===== src/udc_regs.svh =====
// constants for the serial dma channel control block
`ifndef UDC_REGS_SVH
`define UDC_REGS_SVH
`define UDC_WID_1B        2'd0
`define UDC_WID_2B        2'd1
`define UDC_WID_4B        2'd2
`define UDC_BURST_MAX_LOG 3'd7
`define UDC_BUF_BYTES     7'd64
`define UDC_BURST_CAP     7'd32
`define UDC_DESC_WORDS    3'd4
`define UDC_LTR_IDLE      16'h0000
`define UDC_LTR_ACTIVE_NS 16'd1000
`endif


===== src/udc_pkg.sv =====
// types for the serial dma channel control block
package udc_pkg;
  typedef enum logic [2:0] {
    UDC_ST_IDLE,
    UDC_ST_DESC,
    UDC_ST_WAIT,
    UDC_ST_RD,
    UDC_ST_WR,
    UDC_ST_DONE
  } udc_state_t;
endpackage


===== src/udc_rst_ctl.sv =====
// per-controller software-released reset
`timescale 1ns/1ps
`include "udc_regs.svh"
module udc_rst_ctl
  import udc_pkg::*;
(
  // clock and reset
  input  wire logic clk_sys,
  input  wire logic rst_b,
  // software reset register
  input  wire logic sw_rst_wr,
  input  wire logic sw_rst_release,
  // controller reset out
  output logic      ctl_run
);
  typedef struct packed {
    logic run;
  } udc_rst_t;
  udc_rst_t s_q, s_d;
  always_comb begin
    s_d = s_q;
    if (sw_rst_wr) begin
      s_d.run = sw_rst_release;
    end
  end
  always_ff @(posedge clk_sys or negedge rst_b) begin
    if (!rst_b) begin
      s_q <= '0;
    end else begin
      s_q <= s_d;
    end
  end
  assign ctl_run = s_q.run;
endmodule


===== src/udc_pin_hold.sv =====
// hold serial outputs at their last value while power gated
`timescale 1ns/1ps
`include "udc_regs.svh"
module udc_pin_hold
  import udc_pkg::*;
(
  // clock and reset
  input  wire logic clk_sys,
  input  wire logic rst_b,
  // gating control
  input  wire logic pwr_gate,
  // serial outputs from controller
  input  wire logic txd_in,
  input  wire logic rts_b_in,
  // serial outputs to pins
  output logic      txd_out,
  output logic      rts_b_out
);
  typedef struct packed {
    logic txd;
    logic rts_b;
  } udc_pin_t;
  udc_pin_t s_q, s_d;
  always_comb begin
    s_d = s_q;
    if (!pwr_gate) begin
      s_d.txd   = txd_in;
      s_d.rts_b = rts_b_in;
    end
  end
  always_ff @(posedge clk_sys or negedge rst_b) begin
    if (!rst_b) begin
      s_q <= '1;
    end else begin
      s_q <= s_d;
    end
  end
  assign txd_out   = s_q.txd;
  assign rts_b_out = s_q.rts_b;
endmodule


===== src/udc_dma_chan.sv =====
// serial dma channel control top
`timescale 1ns/1ps
`include "udc_regs.svh"
// What this block does
// (RL1) source and destination widths chosen independently: one, two or four bytes
// (RL2) separate source and destination burst lengths, powers of two up to 128
// (RL3) bytes per burst equal burst length times that side's width, capped at 32 bytes
// (RL4) block length in bytes, any value, packing between unequal widths
// (RL5) each side's address increments per transfer or stays constant
// (RL6) any handshake request line can be mapped to this channel
// (RL7) early termination stops this channel only
// (RL8) channel has its own enable; idle channel may be clock gated once disabled or held in reset
// (RL9) controller has its own software reset register
// (RL10) controller and dma held in reset until software releases them
// (RL11) serial outputs held at their last value while power gated
// (RL12) default latency report follows activity: active value busy, none idle
// (RL13) driver scheme reports the software written latency value
// (RL14) one interrupt line merges controller, dma and transmit-done sources
// (RL15) interrupts active high, level, held until status cleared
// (RL16) serial line errors captured in status for the driver
// (RL17) 8 byte buffer; no burst beyond 32 bytes
// (RL18) peripheral handshake paces transfers to and from memory
// (RL19) descriptors fetched from memory load registers and chain blocks
// (RL20) packing is ascending address order, least significant byte first
module udc_dma_chan
  import udc_pkg::*;
#(
  parameter int NUM_HS = 8,
  parameter int AW     = 32
)(
  // clock and reset
  input  wire logic              clk_sys,
  input  wire logic              rst_b,
  // software reset and power
  input  wire logic              sw_rst_wr,
  input  wire logic              sw_rst_release,
  input  wire logic              pwr_gate,
  // channel configuration
  input  wire logic              ch_enable,
  input  wire logic              ch_start,
  input  wire logic              ch_abort,
  input  wire logic              ch_desc_mode,
  input  wire logic [AW-1:0]     ch_desc_addr,
  input  wire logic [1:0]        ch_src_width,
  input  wire logic [1:0]        ch_dst_width,
  input  wire logic [2:0]        ch_src_burst_log,
  input  wire logic [2:0]        ch_dst_burst_log,
  input  wire logic              ch_src_inc,
  input  wire logic              ch_dst_inc,
  input  wire logic [AW-1:0]     ch_src_addr,
  input  wire logic [AW-1:0]     ch_dst_addr,
  input  wire logic [15:0]       ch_block_bytes,
  input  wire logic [$clog2(NUM_HS)-1:0] ch_hs_sel,
  // handshake from peripherals
  input  wire logic [NUM_HS-1:0] hs_req,
  output logic      [NUM_HS-1:0] hs_ack,
  // memory bus, one transfer at a time
  output logic                   mem_req,
  output logic                   mem_we,
  output logic      [AW-1:0]     mem_addr,
  output logic      [31:0]       mem_wdata,
  output logic      [3:0]        mem_be,
  input  wire logic              mem_ack,
  input  wire logic [31:0]       mem_rdata,
  // latency tolerance
  input  wire logic              ltr_drv_mode,
  input  wire logic [15:0]       ltr_drv_value,
  output logic      [15:0]       ltr_value,
  // interrupts and status
  input  wire logic              hc_irq,
  input  wire logic              tx_done_irq,
  input  wire logic              line_err,
  input  wire logic              dma_clr,
  input  wire logic              err_clr,
  output logic                   dma_done_sts,
  output logic                   line_err_sts,
  output logic                   irq,
  // status
  output logic                   ch_busy,
  output logic                   ctl_run,
  output logic                   ch_clk_en,
  // serial pins
  input  wire logic              txd_in,
  input  wire logic              rts_b_in,
  output logic                   txd_out,
  output logic                   rts_b_out
);
  // ----------------------------------------
  // helpers
  // ----------------------------------------
  function automatic logic [2:0] wbytes(input logic [1:0] w);
    unique case (w)
      `UDC_WID_1B: wbytes = 3'd1;
      `UDC_WID_2B: wbytes = 3'd2;
      default:     wbytes = 3'd4;
    endcase
  endfunction

  // bytes per burst, capped by buffer burst limit
  function automatic logic [7:0] burst_bytes(input logic [1:0] w, input logic [2:0] l);
    logic [10:0] b;
    b = 11'({8'd0, wbytes(w)} << l);
    if (b > 11'(`UDC_BURST_CAP)) begin
      b = 11'(`UDC_BURST_CAP);
    end
    burst_bytes = b[7:0];
  endfunction

  // keep only the bytes a beat really carries
  function automatic logic [31:0] beat_mask(input logic [2:0] n);
    beat_mask = 32'((33'h0_0000_0001 << {n, 3'b000}) - 33'h0_0000_0001);
  endfunction

  // ----------------------------------------
  // sub blocks
  // ----------------------------------------
  udc_rst_ctl u_rst (
    .clk_sys        (clk_sys),
    .rst_b          (rst_b),
    .sw_rst_wr      (sw_rst_wr),
    .sw_rst_release (sw_rst_release),
    .ctl_run        (ctl_run)
  ); // RL9 RL10

  udc_pin_hold u_pin (
    .clk_sys   (clk_sys),
    .rst_b     (rst_b),
    .pwr_gate  (pwr_gate),
    .txd_in    (txd_in),
    .rts_b_in  (rts_b_in),
    .txd_out   (txd_out),
    .rts_b_out (rts_b_out)
  ); // RL11

  // ----------------------------------------
  // state
  // ----------------------------------------
  typedef struct packed {
    udc_state_t      st;
    logic [AW-1:0]   saddr;
    logic [AW-1:0]   daddr;
    logic [15:0]     left;
    logic [7:0]      bcnt;
    logic [63:0]     buf_data;
    logic [6:0]      fill;
    logic [AW-1:0]   dptr;
    logic [2:0]      dword;
    logic [1:0]      sw;
    logic [1:0]      dw;
    logic [2:0]      sbl;
    logic [2:0]      dbl;
    logic            sinc;
    logic            dinc;
    logic            done;
    logic            lerr;
    logic            ack;
  } udc_chan_t;
  udc_chan_t s_q, s_d;

  logic       run;
  logic       req_sel;
  logic [2:0] sbytes;
  logic [2:0] dbytes;
  logic [2:0] rd_n;
  logic [2:0] wr_n;
  logic [15:0] need;
  logic [6:0]  room;
  logic [2:0]  rd_lim;

  assign run     = ctl_run && ch_enable; // RL8 RL10
  assign req_sel = hs_req[ch_hs_sel]; // RL6
  assign sbytes  = wbytes(s_q.sw); // RL1
  assign dbytes  = wbytes(s_q.dw); // RL1
  // clamp each beat to bytes still needed
  // fetch only bytes not yet buffered, and only what fits
  assign need   = s_q.left - 16'(s_q.fill); // RL4
  assign room   = 7'h08 - s_q.fill; // RL17
  assign rd_lim = (need < 16'(sbytes)) ? need[2:0] : sbytes; // RL4
  assign rd_n   = (room < 7'(rd_lim)) ? room[2:0] : rd_lim; // RL17
  assign wr_n = (s_q.left < 16'(dbytes)) ? s_q.left[2:0] : dbytes; // RL4

  // ----------------------------------------
  // next state
  // ----------------------------------------
  always_comb begin
    s_d     = s_q;
    s_d.ack = 1'b0;
    // sticky status, set beats clear
    if (dma_clr) begin
      s_d.done = 1'b0;
    end
    if (err_clr) begin
      s_d.lerr = 1'b0;
    end
    if (line_err) begin
      s_d.lerr = 1'b1; // RL16
    end
    unique case (s_q.st)
      UDC_ST_IDLE: begin
        if (run && ch_start) begin
          s_d.sw    = ch_src_width;
          s_d.dw    = ch_dst_width;
          s_d.sbl   = ch_src_burst_log; // RL2
          s_d.dbl   = ch_dst_burst_log; // RL2
          s_d.sinc  = ch_src_inc;
          s_d.dinc  = ch_dst_inc;
          s_d.fill  = '0;
          s_d.dptr  = ch_desc_addr;
          s_d.dword = '0;
          if (ch_desc_mode) begin
            s_d.st = UDC_ST_DESC; // RL19
          end else begin
            s_d.saddr = ch_src_addr;
            s_d.daddr = ch_dst_addr;
            s_d.left  = ch_block_bytes;
            s_d.st    = (ch_block_bytes == 16'h0000) ? UDC_ST_DONE : UDC_ST_WAIT;
          end
        end
      end
      UDC_ST_DESC: begin
        // words: src, dst, bytes, next pointer (zero ends chain)
        if (mem_ack) begin
          unique case (s_q.dword)
            3'd0: s_d.saddr = AW'(mem_rdata);
            3'd1: s_d.daddr = AW'(mem_rdata);
            3'd2: s_d.left  = mem_rdata[15:0];
            default: s_d.dptr = AW'(mem_rdata);
          endcase
          s_d.dword = s_q.dword + 3'd1;
          if (s_q.dword == `UDC_DESC_WORDS - 3'd1) begin
            s_d.st = (s_q.left == 16'h0000) ? UDC_ST_DONE : UDC_ST_WAIT; // RL19
          end
        end
      end
      UDC_ST_WAIT: begin
        if (req_sel) begin
          s_d.ack  = 1'b1; // RL18
          s_d.bcnt = burst_bytes(s_q.sw, s_q.sbl); // RL3 RL17
          s_d.st   = UDC_ST_RD;
        end
      end
      UDC_ST_RD: begin
        if (mem_ack) begin
          // append bytes above those held, lowest address first
          s_d.buf_data = s_q.buf_data |
                         (64'(mem_rdata & beat_mask(rd_n)) << {s_q.fill[3:0], 3'b000}); // RL20
          s_d.fill     = s_q.fill + 7'(rd_n);
          s_d.bcnt     = (s_q.bcnt > 8'(rd_n)) ? s_q.bcnt - 8'(rd_n) : 8'd0;
          if (s_q.sinc) begin
            s_d.saddr = s_q.saddr + AW'(rd_n); // RL5
          end
          if (s_q.bcnt <= 8'(rd_n) || need <= 16'(rd_n) ||
              s_q.fill + 7'(rd_n) >= 7'(dbytes) + 7'd4) begin
            s_d.bcnt = burst_bytes(s_q.dw, s_q.dbl); // RL3 RL17
            s_d.st   = UDC_ST_WR;
          end
        end
      end
      UDC_ST_WR: begin
        if (s_q.fill < 7'(wr_n) && s_q.left > 16'(s_q.fill)) begin
          s_d.st = UDC_ST_WAIT; // need more source bytes
        end else if (mem_ack) begin
          s_d.buf_data = s_q.buf_data >> {wr_n, 3'b000}; // RL20
          s_d.fill     = s_q.fill - 7'(wr_n);
          s_d.left     = s_q.left - 16'(wr_n);
          s_d.bcnt     = (s_q.bcnt > 8'(wr_n)) ? s_q.bcnt - 8'(wr_n) : 8'd0;
          if (s_q.dinc) begin
            s_d.daddr = s_q.daddr + AW'(wr_n); // RL5
          end
          if (s_q.left == 16'(wr_n)) begin
            if (s_q.dptr != '0 && ch_desc_mode) begin
              s_d.dword = '0;
              s_d.fill  = '0;
              s_d.st    = UDC_ST_DESC; // RL19
            end else begin
              s_d.st = UDC_ST_DONE;
            end
          end else if (s_q.bcnt <= 8'(wr_n) ||
                       (s_q.fill - 7'(wr_n) < 7'(dbytes) && need != 16'h0000)) begin
            s_d.st = UDC_ST_WAIT; // RL18
          end
        end
      end
      UDC_ST_DONE: begin
        s_d.done = 1'b1; // RL15
        s_d.st   = UDC_ST_IDLE;
      end
    endcase
    // early stop of this channel only, or disable / reset
    if ((ch_abort || !run) && s_q.st != UDC_ST_IDLE && s_q.st != UDC_ST_DONE) begin
      s_d.st       = UDC_ST_DONE; // RL7 RL8
      s_d.buf_data = '0;
      s_d.fill     = '0;
    end
    if (s_q.st == UDC_ST_WR && s_d.st != UDC_ST_WR && s_d.fill == '0) begin
      s_d.buf_data = '0;
    end
  end

  always_ff @(posedge clk_sys or negedge rst_b) begin
    if (!rst_b) begin
      s_q <= '0;
    end else begin
      s_q <= s_d;
    end
  end

  // ----------------------------------------
  // outputs
  // ----------------------------------------
  logic [3:0] be_rd;
  logic [3:0] be_wr;
  assign be_rd = 4'((5'h01 << rd_n) - 5'h01);
  assign be_wr = 4'((5'h01 << wr_n) - 5'h01);

  always_comb begin
    mem_req   = 1'b0;
    mem_we    = 1'b0;
    mem_addr  = '0;
    mem_wdata = '0;
    mem_be    = 4'h0;
    unique case (s_q.st)
      UDC_ST_DESC: begin
        mem_req  = 1'b1;
        mem_addr = s_q.dptr + AW'({s_q.dword, 2'b00});
        mem_be   = 4'hf;
      end
      UDC_ST_RD: begin
        mem_req  = 1'b1;
        mem_addr = s_q.saddr;
        mem_be   = be_rd;
      end
      UDC_ST_WR: begin
        mem_req   = !(s_q.fill < 7'(wr_n) && s_q.left > 16'(s_q.fill));
        mem_we    = 1'b1;
        mem_addr  = s_q.daddr;
        mem_wdata = s_q.buf_data[31:0];
        mem_be    = be_wr;
      end
      default: begin
        mem_req = 1'b0;
      end
    endcase
  end

  assign hs_ack       = s_q.ack ? (NUM_HS'(1) << ch_hs_sel) : '0; // RL6 RL18
  assign ch_busy      = (s_q.st != UDC_ST_IDLE);
  assign ch_clk_en    = run || ch_busy; // RL8
  assign dma_done_sts = s_q.done;
  assign line_err_sts = s_q.lerr; // RL16
  assign irq          = s_q.done || s_q.lerr || hc_irq || tx_done_irq; // RL14 RL15
  assign ltr_value    = ltr_drv_mode ? ltr_drv_value // RL13
                      : (ch_busy ? `UDC_LTR_ACTIVE_NS : `UDC_LTR_IDLE); // RL12
endmodule


===== config.mk =====
export PLATFORM = sky130hd
export DESIGN_NAME = udc_dma_chan
export DESIGN_NICKNAME = d
export VERILOG_FILES = /design/src/udc_pkg.sv /design/src/udc_rst_ctl.sv /design/src/udc_pin_hold.sv /design/src/udc_dma_chan.sv
export VERILOG_INCLUDE_DIRS = /design/src
export SDC_FILE = /design/constraint.sdc
export NUM_CORES = 1
export LEC_CHECK = 0
export ABC_AREA = 1
export BUFFER_PORTS_ARGS = -buffer_cell sky130_fd_sc_hd__buf_2
export CORE_MARGIN = 2
export CORE_UTILIZATION = 35
export CTS_CLUSTER_DIAMETER = 50
export CTS_CLUSTER_SIZE = 16
export DETAILED_ROUTE_END_ITERATION = 8
export HOLD_SLACK_MARGIN = 0.1
export PLACE_DENSITY = 0.64
export SYNTH_ARGS = -nofsm -noshare
export SYNTH_HDL_FRONTEND = slang
export SYNTH_HIERARCHICAL = 1
export SYNTH_SLANG_ARGS = --single-unit

===== constraint.sdc =====
create_clock -name clk_sys -period 14.4 [get_ports clk_sys]
set_clock_uncertainty 0.15 [all_clocks]
set_input_delay 2.16 -clock clk_sys [delete_from_list [all_inputs] [get_ports clk_sys]]
set_output_delay 2.16 -clock clk_sys [all_outputs]
set_load 0.02 [all_outputs]

==> metrics.md, run 1 <==
| Metric | Value |
|---|---|
| Result of the run | `finished clean` |
| Arr. time, crit path | `5.96 ns` |
| Final number of setup-violating endpoints | `0` |
| Number of H-tree levels | `2` |
| Aggregate global-route resource usage | `29.1%` |
| Data required time at the worst endpoint | `12.09 ns` |
| Clock latency on the worst-skew pair | `0.59 ns` |
| Final estimated routing congestion in global placement | `0.976` |
| Achievable Freq | `0.121 GHz` |
| Count of antenna-violating nets left after detailed routing | `0` |
| Switching part of the total | `57.2%` |
| Largest delay share family, worst path | `simple AND/OR/NAND/NOR gates` |
| Proportion of power drawn by flip-flops and latches | `18.0%` |
| Post-Synthesis Mean Instance Area | `6.21 um^2` |
| Post-Synthesis Net Count | `3502` |
| Number of vias after detailed routing | `24300` |
| Core area | `56600 um^2` |
| Count of buffers inserted at the top-level ports | `302` |
| Part of the Yosys area used for sequential elements | `26.7%` |
| Vias/cell | `5.73` |
| Portion of total power attributed to the clock network | `16.8%` |
| Max Transition Viols Final | `0` |
| Internal power | `0.00250 W` |
| Number of buffers inserted during clock tree synthesis | `40` |
| Share of post-route cells with drive strength above 1 | `14.3%` |
| Count of cell types in the netlist | `62` |
| Number of flops mapped to enable cells by yosys | `0` |
| Instance area at placement | `22300 um^2` |
| First-pass iteration count of the detailed router | `7` |
| Number of clock sinks seen by CTS | `215` |
| Fraction of the cycle the final worst path needs | `57.4%` |
| Pin count of the biggest net entering global routing | `80` |
| Detailed Route Iter0 Violations | `3381` |
| Vias in the first global route | `22100` |
| Number of buffers and inverters on the critical path | `5` |
| TNS Setup | `0 ns` |
| Starting density of the core | `35.6%` |
| Share of the synthesized area in the top cell type | `26.5%` |
| Die area | `59400 um^2` |
| Combinational group share of total power | `65.2%` |
| Least-Margin Pin Slew | `1.20 ns` |
| Ys flop type | `dfrtp_1` |
| Most prevalent standard cell on the critical path | `nand2_1` |
| Critical Path End Type | `primary output` |
| Area of all placed cells without fillers | `23600 um^2` |
| Type of the worst min-delay path | `reg -> reg` |
| Reported max-cap violation count | `0` |
| Clock Tree Root | `clkbuf_16` |
| Clock transition at the register clock pins on the worst setup and hold paths after CTS | `0.06 ns` |
| Psw | `0.00334 W` |
| Ranking of synthesized cells by area | `dfrtp_1 26%, nand2_1 14%, o21ai_0 8.8%` |
| First-pass GRT wire length | `135000 um` |
| Ports placed on the boundary | `303` |
| Post-synthesis cell area | `20100 um^2` |
| Final core area utilization | `41.8%` |
| Total setup buffers inserted after CTS | `0` |
| Synth warnings | `6` |
| Number of buffers added to fix hold violations after cts | `0` |
| Number of antenna violations at the first check in global routing | `5` |
| Maximum fanout along the worst path | `21` |
| Unrepaired setup endpoints after global routing | `no` |
| Cell type with the largest total area after synthesis | `dfrtp_1` |
| Power density over cell area | `247 nW/um^2` |
| Flip-flop and latch count after synthesis | `215` |
| Crit Path Class | `reg -> out` |
| Worst Setup Start Kind | `register` |
| Final worst path period need | `8.27 ns` |
| Die W | `244 um` |
| DR DRC count | `0` |
| Overall routed net length | `89700 um` |
| Number of instances in the synthesized netlist | `3243` |
| Peak supply drop | `0.123 mV` |
| Die span in y | `244 um` |
| Most frequent cell after synthesis | `nand2_1` |
| Residual overflow from global routing | `0` |
| Static Leak | `11.0 nW` |
| Ranking of synthesized cells by instance count | `742 x nand2_1, 396 x inv_1, 355 x o21ai_0` |
| Routed wirelength normalized by instance count | `21.2 um` |
| Buffer depth of the longest clock path | `3` |
| Worst slew margin relative to its limit | `19.9%` |
| Number of standard-cell rows in the floorplan | `87` |
| Clock tree from TritonCTS | `built` |
| FFs w/ async S/R, synth | `100%` |
| Number of endpoints with negative hold slack in the final report | `0` |
| Cell with the biggest individual delay on the critical path | `dfrtp_1` |
| Critical path cell sequence | `inv_1 > ha_1 > a21oi_1 > nand2_1 > xnor2_1 > o211ai_1 > nor2_4 > nand3_2 > nand2_1 > nand2_1 > nand2_1 > nand2_1 > inv_2 > nand2_4 > nand2_2 > nand2_2 > o21ai_0 > inv_1 > nor3_1 > inv_1 > ha_1 > xnor2_1 > o21ai_0 > buf_2` |
| Detail Placement HPWL | `66600 um` |
| Largest stage delay on the critical path | `0.73 ns` |
| CTS-repair resized insts | `0` |
| Nets | `3710` |
| Layout area overhead | `17.5%` |
==> worst register-to-register path, delay by kind of cell, from the launching register on <==
kind,cells,cell delay (ns)
adder cells (fa/ha/maj),3,1.08
flip-flops,1,0.73
buffers and inverters,6,1.04
XOR/XNOR,1,0.30
AND/OR/NAND/NOR,27,3.65
AO/OA/AOI/OAI,6,0.97
==> stage by stage <==
step / std cells / hold WS [ns] / total power, W / setup slack (ns)
finish: 4240 / 0.309 / 0.00584 / 6.13
global route: 4240 / 0.343 / 0.00626 / 5.51
detailed placement: 4165 / 0.304 / 0.00474 / 6.53
floorplan: 3243 / 0.318 / 0.00362 / 7.48
CTS: 4238 / 0.314 / 0.00574 / 6.22
global placement: 4165 / 0.300 / 0.00473 / 6.65
==> cell type report <==
type / instances / area, um^2
flip-flops and latches: 215 / 5380
multi-input cells: 2439 / 12600
repair buffers: 347 / 1860
clock inverters: 28 / 302
well taps: 756 / 946
diodes: 2 / 5.00
clock buffers: 45 / 1050
fillers: 6150 / 33000
inverters: 408 / 1530
==> state kept, by name (all words and copies together) (netlist names) <==
signal,count
line_err_sts,1
dma_done_sts,1
u_pin/rts_b_out,1
u_rst/ctl_run,1
u_pin/txd_out,1
s_q,210
==> power groups by stage <==
stage | Combinational [W] | Clock, W | Sequential (W)
global placement | 0.00369 | 0 | 0.00104
floorplan | 0.00264 | 0 | 0.000973
CTS | 0.00372 | 0.000990 | 0.00104
global route | 0.00417 | 0.00101 | 0.00107
finish | 0.00381 | 0.000982 | 0.00105
detailed placement | 0.00370 | 0 | 0.00104
==> layout by cell type (no fill, tap or decap), types with 11 or more instances in the layout <==
master	instances
a211oi_1	33
a21oi_1	174
a221oi_1	14
a22oi_1	11
a31oi_1	44
buf_2	301
buf_4	45
clkbuf_16	40
dfrtp_1	213
ha_1	50
inv_1	394
nand2_1	742
nand2_2	16
nand3_1	274
nand4_1	75
nor2_1	308
nor2_2	22
nor3_1	51
nor4_1	16
o211ai_1	41
o21ai_0	355
o21ai_1	16
o221ai_1	32
o22ai_1	11
o31ai_1	14
xor2_1	41
==> layer usage <==
metal | vias to the layer above | share of wire, % | global-route usage [%]
li1 | 11300 | - | -
met1 | 11200 | 41 | 40.7
met2 | 1513 | 43 | 43.9
met3 | 216 | 11 | 5.21
met4 | 6 | 4.4 | 12.7
met5 | - | 0.040 | 0
==> cells by family (layout without fill, tap and decap cells) <==
| kind of cell | Yosys count | count (layout) | synth area share [%] |
|---|---|---|---|
| AOI/OAI and AO/OA | 793 | 793 | 22.9 |
| xor gates and xnor gates | 49 | 49 | 2.13 |
| adders and majority gates | 58 | 58 | 3.90 |
| buffers and inverters | 589 | 828 | 11.2 |
| DFF | 215 | 215 | 26.7 |
| muxes | 1 | 1 | 0.0560 |
| other | 0 | 2 | 0 |
| and+or+nand+nor | 1538 | 1538 | 33.0 |
==> worst paths after layout <==
check                                     start         endpoint  slack [ns]  cells past startpoint
worst max-delay path                    s_q[52]        mem_be[2]        6.13                     24
worst min-delay path            u_pin/rts_b_out  u_pin/rts_b_out        0.31                      2
worst max register to register          s_q[52]         s_q[207]        6.37                     43
worst min register to register  u_pin/rts_b_out  u_pin/rts_b_out        0.31                      2
max in group asynchronous                 rst_b          s_q[88]       10.32                      3
min in group asynchronous                 rst_b         s_q[139]        1.41                      1
No activity file was read; power rests on OpenSTA's default activity.
==> run 2, diff against run 1 <==
--- a/config.mk
+++ b/config.mk
@@ -14,7 +14,7 @@
 export CTS_CLUSTER_SIZE = 16
 export DETAILED_ROUTE_END_ITERATION = 8
 export HOLD_SLACK_MARGIN = 0.1
-export PLACE_DENSITY = 0.64
+export PLACE_DENSITY = 0.66
 export SYNTH_ARGS = -nofsm -noshare
 export SYNTH_HDL_FRONTEND = slang
 export SYNTH_HIERARCHICAL = 1
==> constraint.sdc (replaced) <==
create_clock -name clk_sys -period 7.3 [get_ports clk_sys]
set_clock_uncertainty 0.15 [all_clocks]
set_input_delay 1.095 -clock clk_sys [delete_from_list [all_inputs] [get_ports clk_sys]]
set_output_delay 1.095 -clock clk_sys [all_outputs]
set_load 0.02 [all_outputs]
==> run 2 against run 1 <==
  * Combinational power up 100%
  * Sequential power up 95%
  * Cell area up 2.1%
  * Flip-flop and latch count unchanged
  * Highest routed layer unchanged
  * Largest cell class unchanged
  * Global-route usage down 0.55 points
  * Power up 100%
  * Critical endpoint is now s_q[207]
  * Setup slack worse by 5.7 ns
  * Critical path depth up 24
  * Critical path type is now reg -> reg
==> metrics.md, run 2 (synthesis gave the netlist of run 1 again) <==
| Metric | Value |
|---|---|
| Least-Margin Pin Slew | `1.22 ns (was 1.20 ns)` |
| Number of vias after detailed routing | `24600 (was 24300)` |
| Ports placed on the boundary | `303 (unchanged)` |
| Flip-flop count of the largest register, all copies and words added | `210 (unchanged)` |
| Vias in the first global route | `22200 (was 22100)` |
| Achievable Freq | `0.146 GHz` |
| Crit Path Class | `reg -> reg (was reg -> out)` |
| Routed wirelength normalized by instance count | `20.7 um (was 21.2 um)` |
| Final estimated routing congestion in global placement | `0.983 (was 0.976)` |
| Post-layout total power | `0.0118 W (was 0.00584 W)` |
| First-pass iteration count of the detailed router | `6 (was 7)` |
| Reported max-cap violation count | `0 (unchanged)` |
| Final number of setup-violating endpoints | `0 (unchanged)` |
| Die area | `59400 um^2 (unchanged)` |
| Detail Placement HPWL | `65000 um (was 66600 um)` |
| Starting density of the core | `35.6% (unchanged)` |
| Number of antenna violations at the first check in global routing | `3 (was 5)` |
| Most prevalent standard cell on the critical path | `nand2_1 (unchanged)` |
| Slack of the critical path | `0.462 ns (was 6.13 ns)` |
| Worst Setup Start Kind | `register (unchanged)` |
| Count of buffers inserted at the top-level ports | `302 (unchanged)` |
| Die W | `244 um (unchanged)` |
| Count of antenna-violating nets left after detailed routing | `0 (unchanged)` |
| Data required time at the worst endpoint | `7.61 ns (was 12.09 ns)` |
| Number of endpoints with negative hold slack in the final report | `0 (unchanged)` |
| Share of post-route cells with drive strength above 1 | `16.1% (was 14.3%)` |
| Cell with the biggest individual delay on the critical path | `fa_1 (was dfrtp_1)` |
| Arr. time, crit path | `7.15 ns (was 5.96 ns)` |
| Aggregate global-route resource usage | `28.6% (was 29.1%)` |
| Result of the run | `finished clean (unchanged)` |
| Static Leak | `11.2 nW (was 11.0 nW)` |
| Clock Tree Root | `clkbuf_16 (unchanged)` |
| DR DRC count | `0 (unchanged)` |
| Antenna Diode Count | `0 (was 2)` |
| Largest stage delay on the critical path | `0.44 ns (was 0.73 ns)` |
| Clock tree from TritonCTS | `built (unchanged)` |
| Max Transition Viols Final | `0 (unchanged)` |
| Type of the worst min-delay path | `in -> async (was reg -> reg)` |
| Instance area at placement | `22500 um^2 (was 22300 um^2)` |
| Core area | `56600 um^2 (unchanged)` |
| Nets | `3744 (was 3710)` |
| R2R cell count | `48 (was 43)` |
| Die span in y | `244 um (unchanged)` |
| Final core area utilization | `42.6% (was 41.8%)` |
| Worst slew margin relative to its limit | `18.3% (was 19.9%)` |
| Peak supply drop | `0.322 mV (was 0.123 mV)` |
| Fraction of the cycle the final worst path needs | `93.7%` |
| Number of standard-cell rows in the floorplan | `87 (unchanged)` |
| Area of all placed cells without fillers | `24100 um^2 (was 23600 um^2)` |
| Commonest non-fill, non-tap cell in the layout | `nand2_1 (unchanged)` |
| Maximum fanout along the worst path | `6 (was 21)` |
| Overall routed net length | `88300 um (was 89700 um)` |
| Top library cells by usage in the layout, fill and taps aside | `735 x nand2_1, 389 x inv_1, 354 x o21ai_0 (was 742 x nand2_1, 394 x inv_1, 355 x o21ai_0)` |
| Number of buffers inserted during clock tree synthesis | `40 (unchanged)` |
| Register with the most flip-flops | `s_q (unchanged)` |
| Power density over cell area | `487 nW/um^2 (was 247 nW/um^2)` |
| Number of H-tree levels | `2 (unchanged)` |
| Number of clock sinks seen by CTS | `215 (unchanged)` |
| Layout area overhead | `19.9% (was 17.5%)` |
| First-pass GRT wire length | `133000 um (was 135000 um)` |
| Detailed Route Iter0 Violations | `3387 (was 3381)` |
| Post-Place Worst Slack | `0.154 ns (was 6.53 ns)` |
| Critical Path End Type | `register (was primary output)` |
| Buffer depth of the longest clock path | `3 (unchanged)` |
| Vias/cell | `5.75 (was 5.73)` |
| Clock latency on the worst-skew pair | `0.60 ns (was 0.59 ns)` |
| Pin count of the biggest net entering global routing | `162 (was 80)` |
| Clock transition at the register clock pins on the worst setup and hold paths after CTS | `0.06 ns (about the same)` |
| Residual overflow from global routing | `0 (unchanged)` |
| Number of buffers added to fix hold violations after cts | `0 (unchanged)` |
| Final worst path period need | `6.84 ns` |
[run 2: cell count changes in the layout (fill, tap and decap cells not counted), sizes merged]
cell	delta
buf	+34
clkbuf	+3
inv	-3
diode	-2
clkinv	+1
[run 2: cell type report]
class | instances | area [um^2]
repair buffers | 381 | 2140
fillers | 6082 | 32500
well taps | 756 | 946
clock inverters | 26 | 288
multi-input cells | 2439 | 12700
inverters | 408 | 1530
clock buffers | 48 | 1100
flip-flops and latches | 215 | 5380
[run 2: per-layer routing]
| layer | vias to the layer above | global-route usage [%] | part of all wire (%) |
|---|---|---|---|
| met5 | - | 0 | 0.035 |
| li1 | 11400 | - | - |
| met3 | 296 | 6.05 | 12 |
| met1 | 11300 | 39.1 | 41 |
| met4 | 4 | 13.7 | 5.4 |
| met2 | 1503 | 42.8 | 42 |
[run 2: power by group]
group / total, W / leakage (nW) / internal, W / switching [W]
logic: 0.00774 / 7.75 / 0.00229 / 0.00545
registers: 0.00205 / 2.79 / 0.00162 / 0.000429
clock network: 0.00197 / 0.677 / 0.00120 / 0.000766
[run 2: worst paths after layout]
check,startpoint,end,slack [ns]
max,s_q[129],s_q[207],0.46
min,rst_b,s_q[186],0.30
max reg2reg,s_q[129],s_q[207],0.46
min reg2reg,u_pin/txd_out,u_pin/txd_out,0.32
max in group asynchronous,rst_b,s_q[82],5.25
min in group clk_sys,u_pin/txd_out,u_pin/txd_out,0.32
[run 2: per-stage QoR]
stage               hold WS [ns]  TNS (ns)  instances
floorplan                  0.318         0       3243
global placement           0.298         0       4188
detailed placement         0.312         0       4188
CTS                        0.296         0       4262
global route               0.336    -0.162       4273
finish                     0.299         0       4273
[run 2: worst max-delay path: cells and delay by family, from the launching register on]
family | cells | cell delay (ns)
AND/OR/NAND/NOR | 33 | 3.96
adder cells (fa/ha/maj) | 4 | 1.16
buffers and inverters | 7 | 0.60
AO/OA/AOI/OAI | 4 | 0.45
flip-flops | 1 | 0.36
[run 2: repair_timing]
item                                   in CTS  in global routing
resized for setup                           0                 43
endpoints found under the hold margin       0                  0
setup endpoints to repair                   0                  6
setup buffers                               0                 11
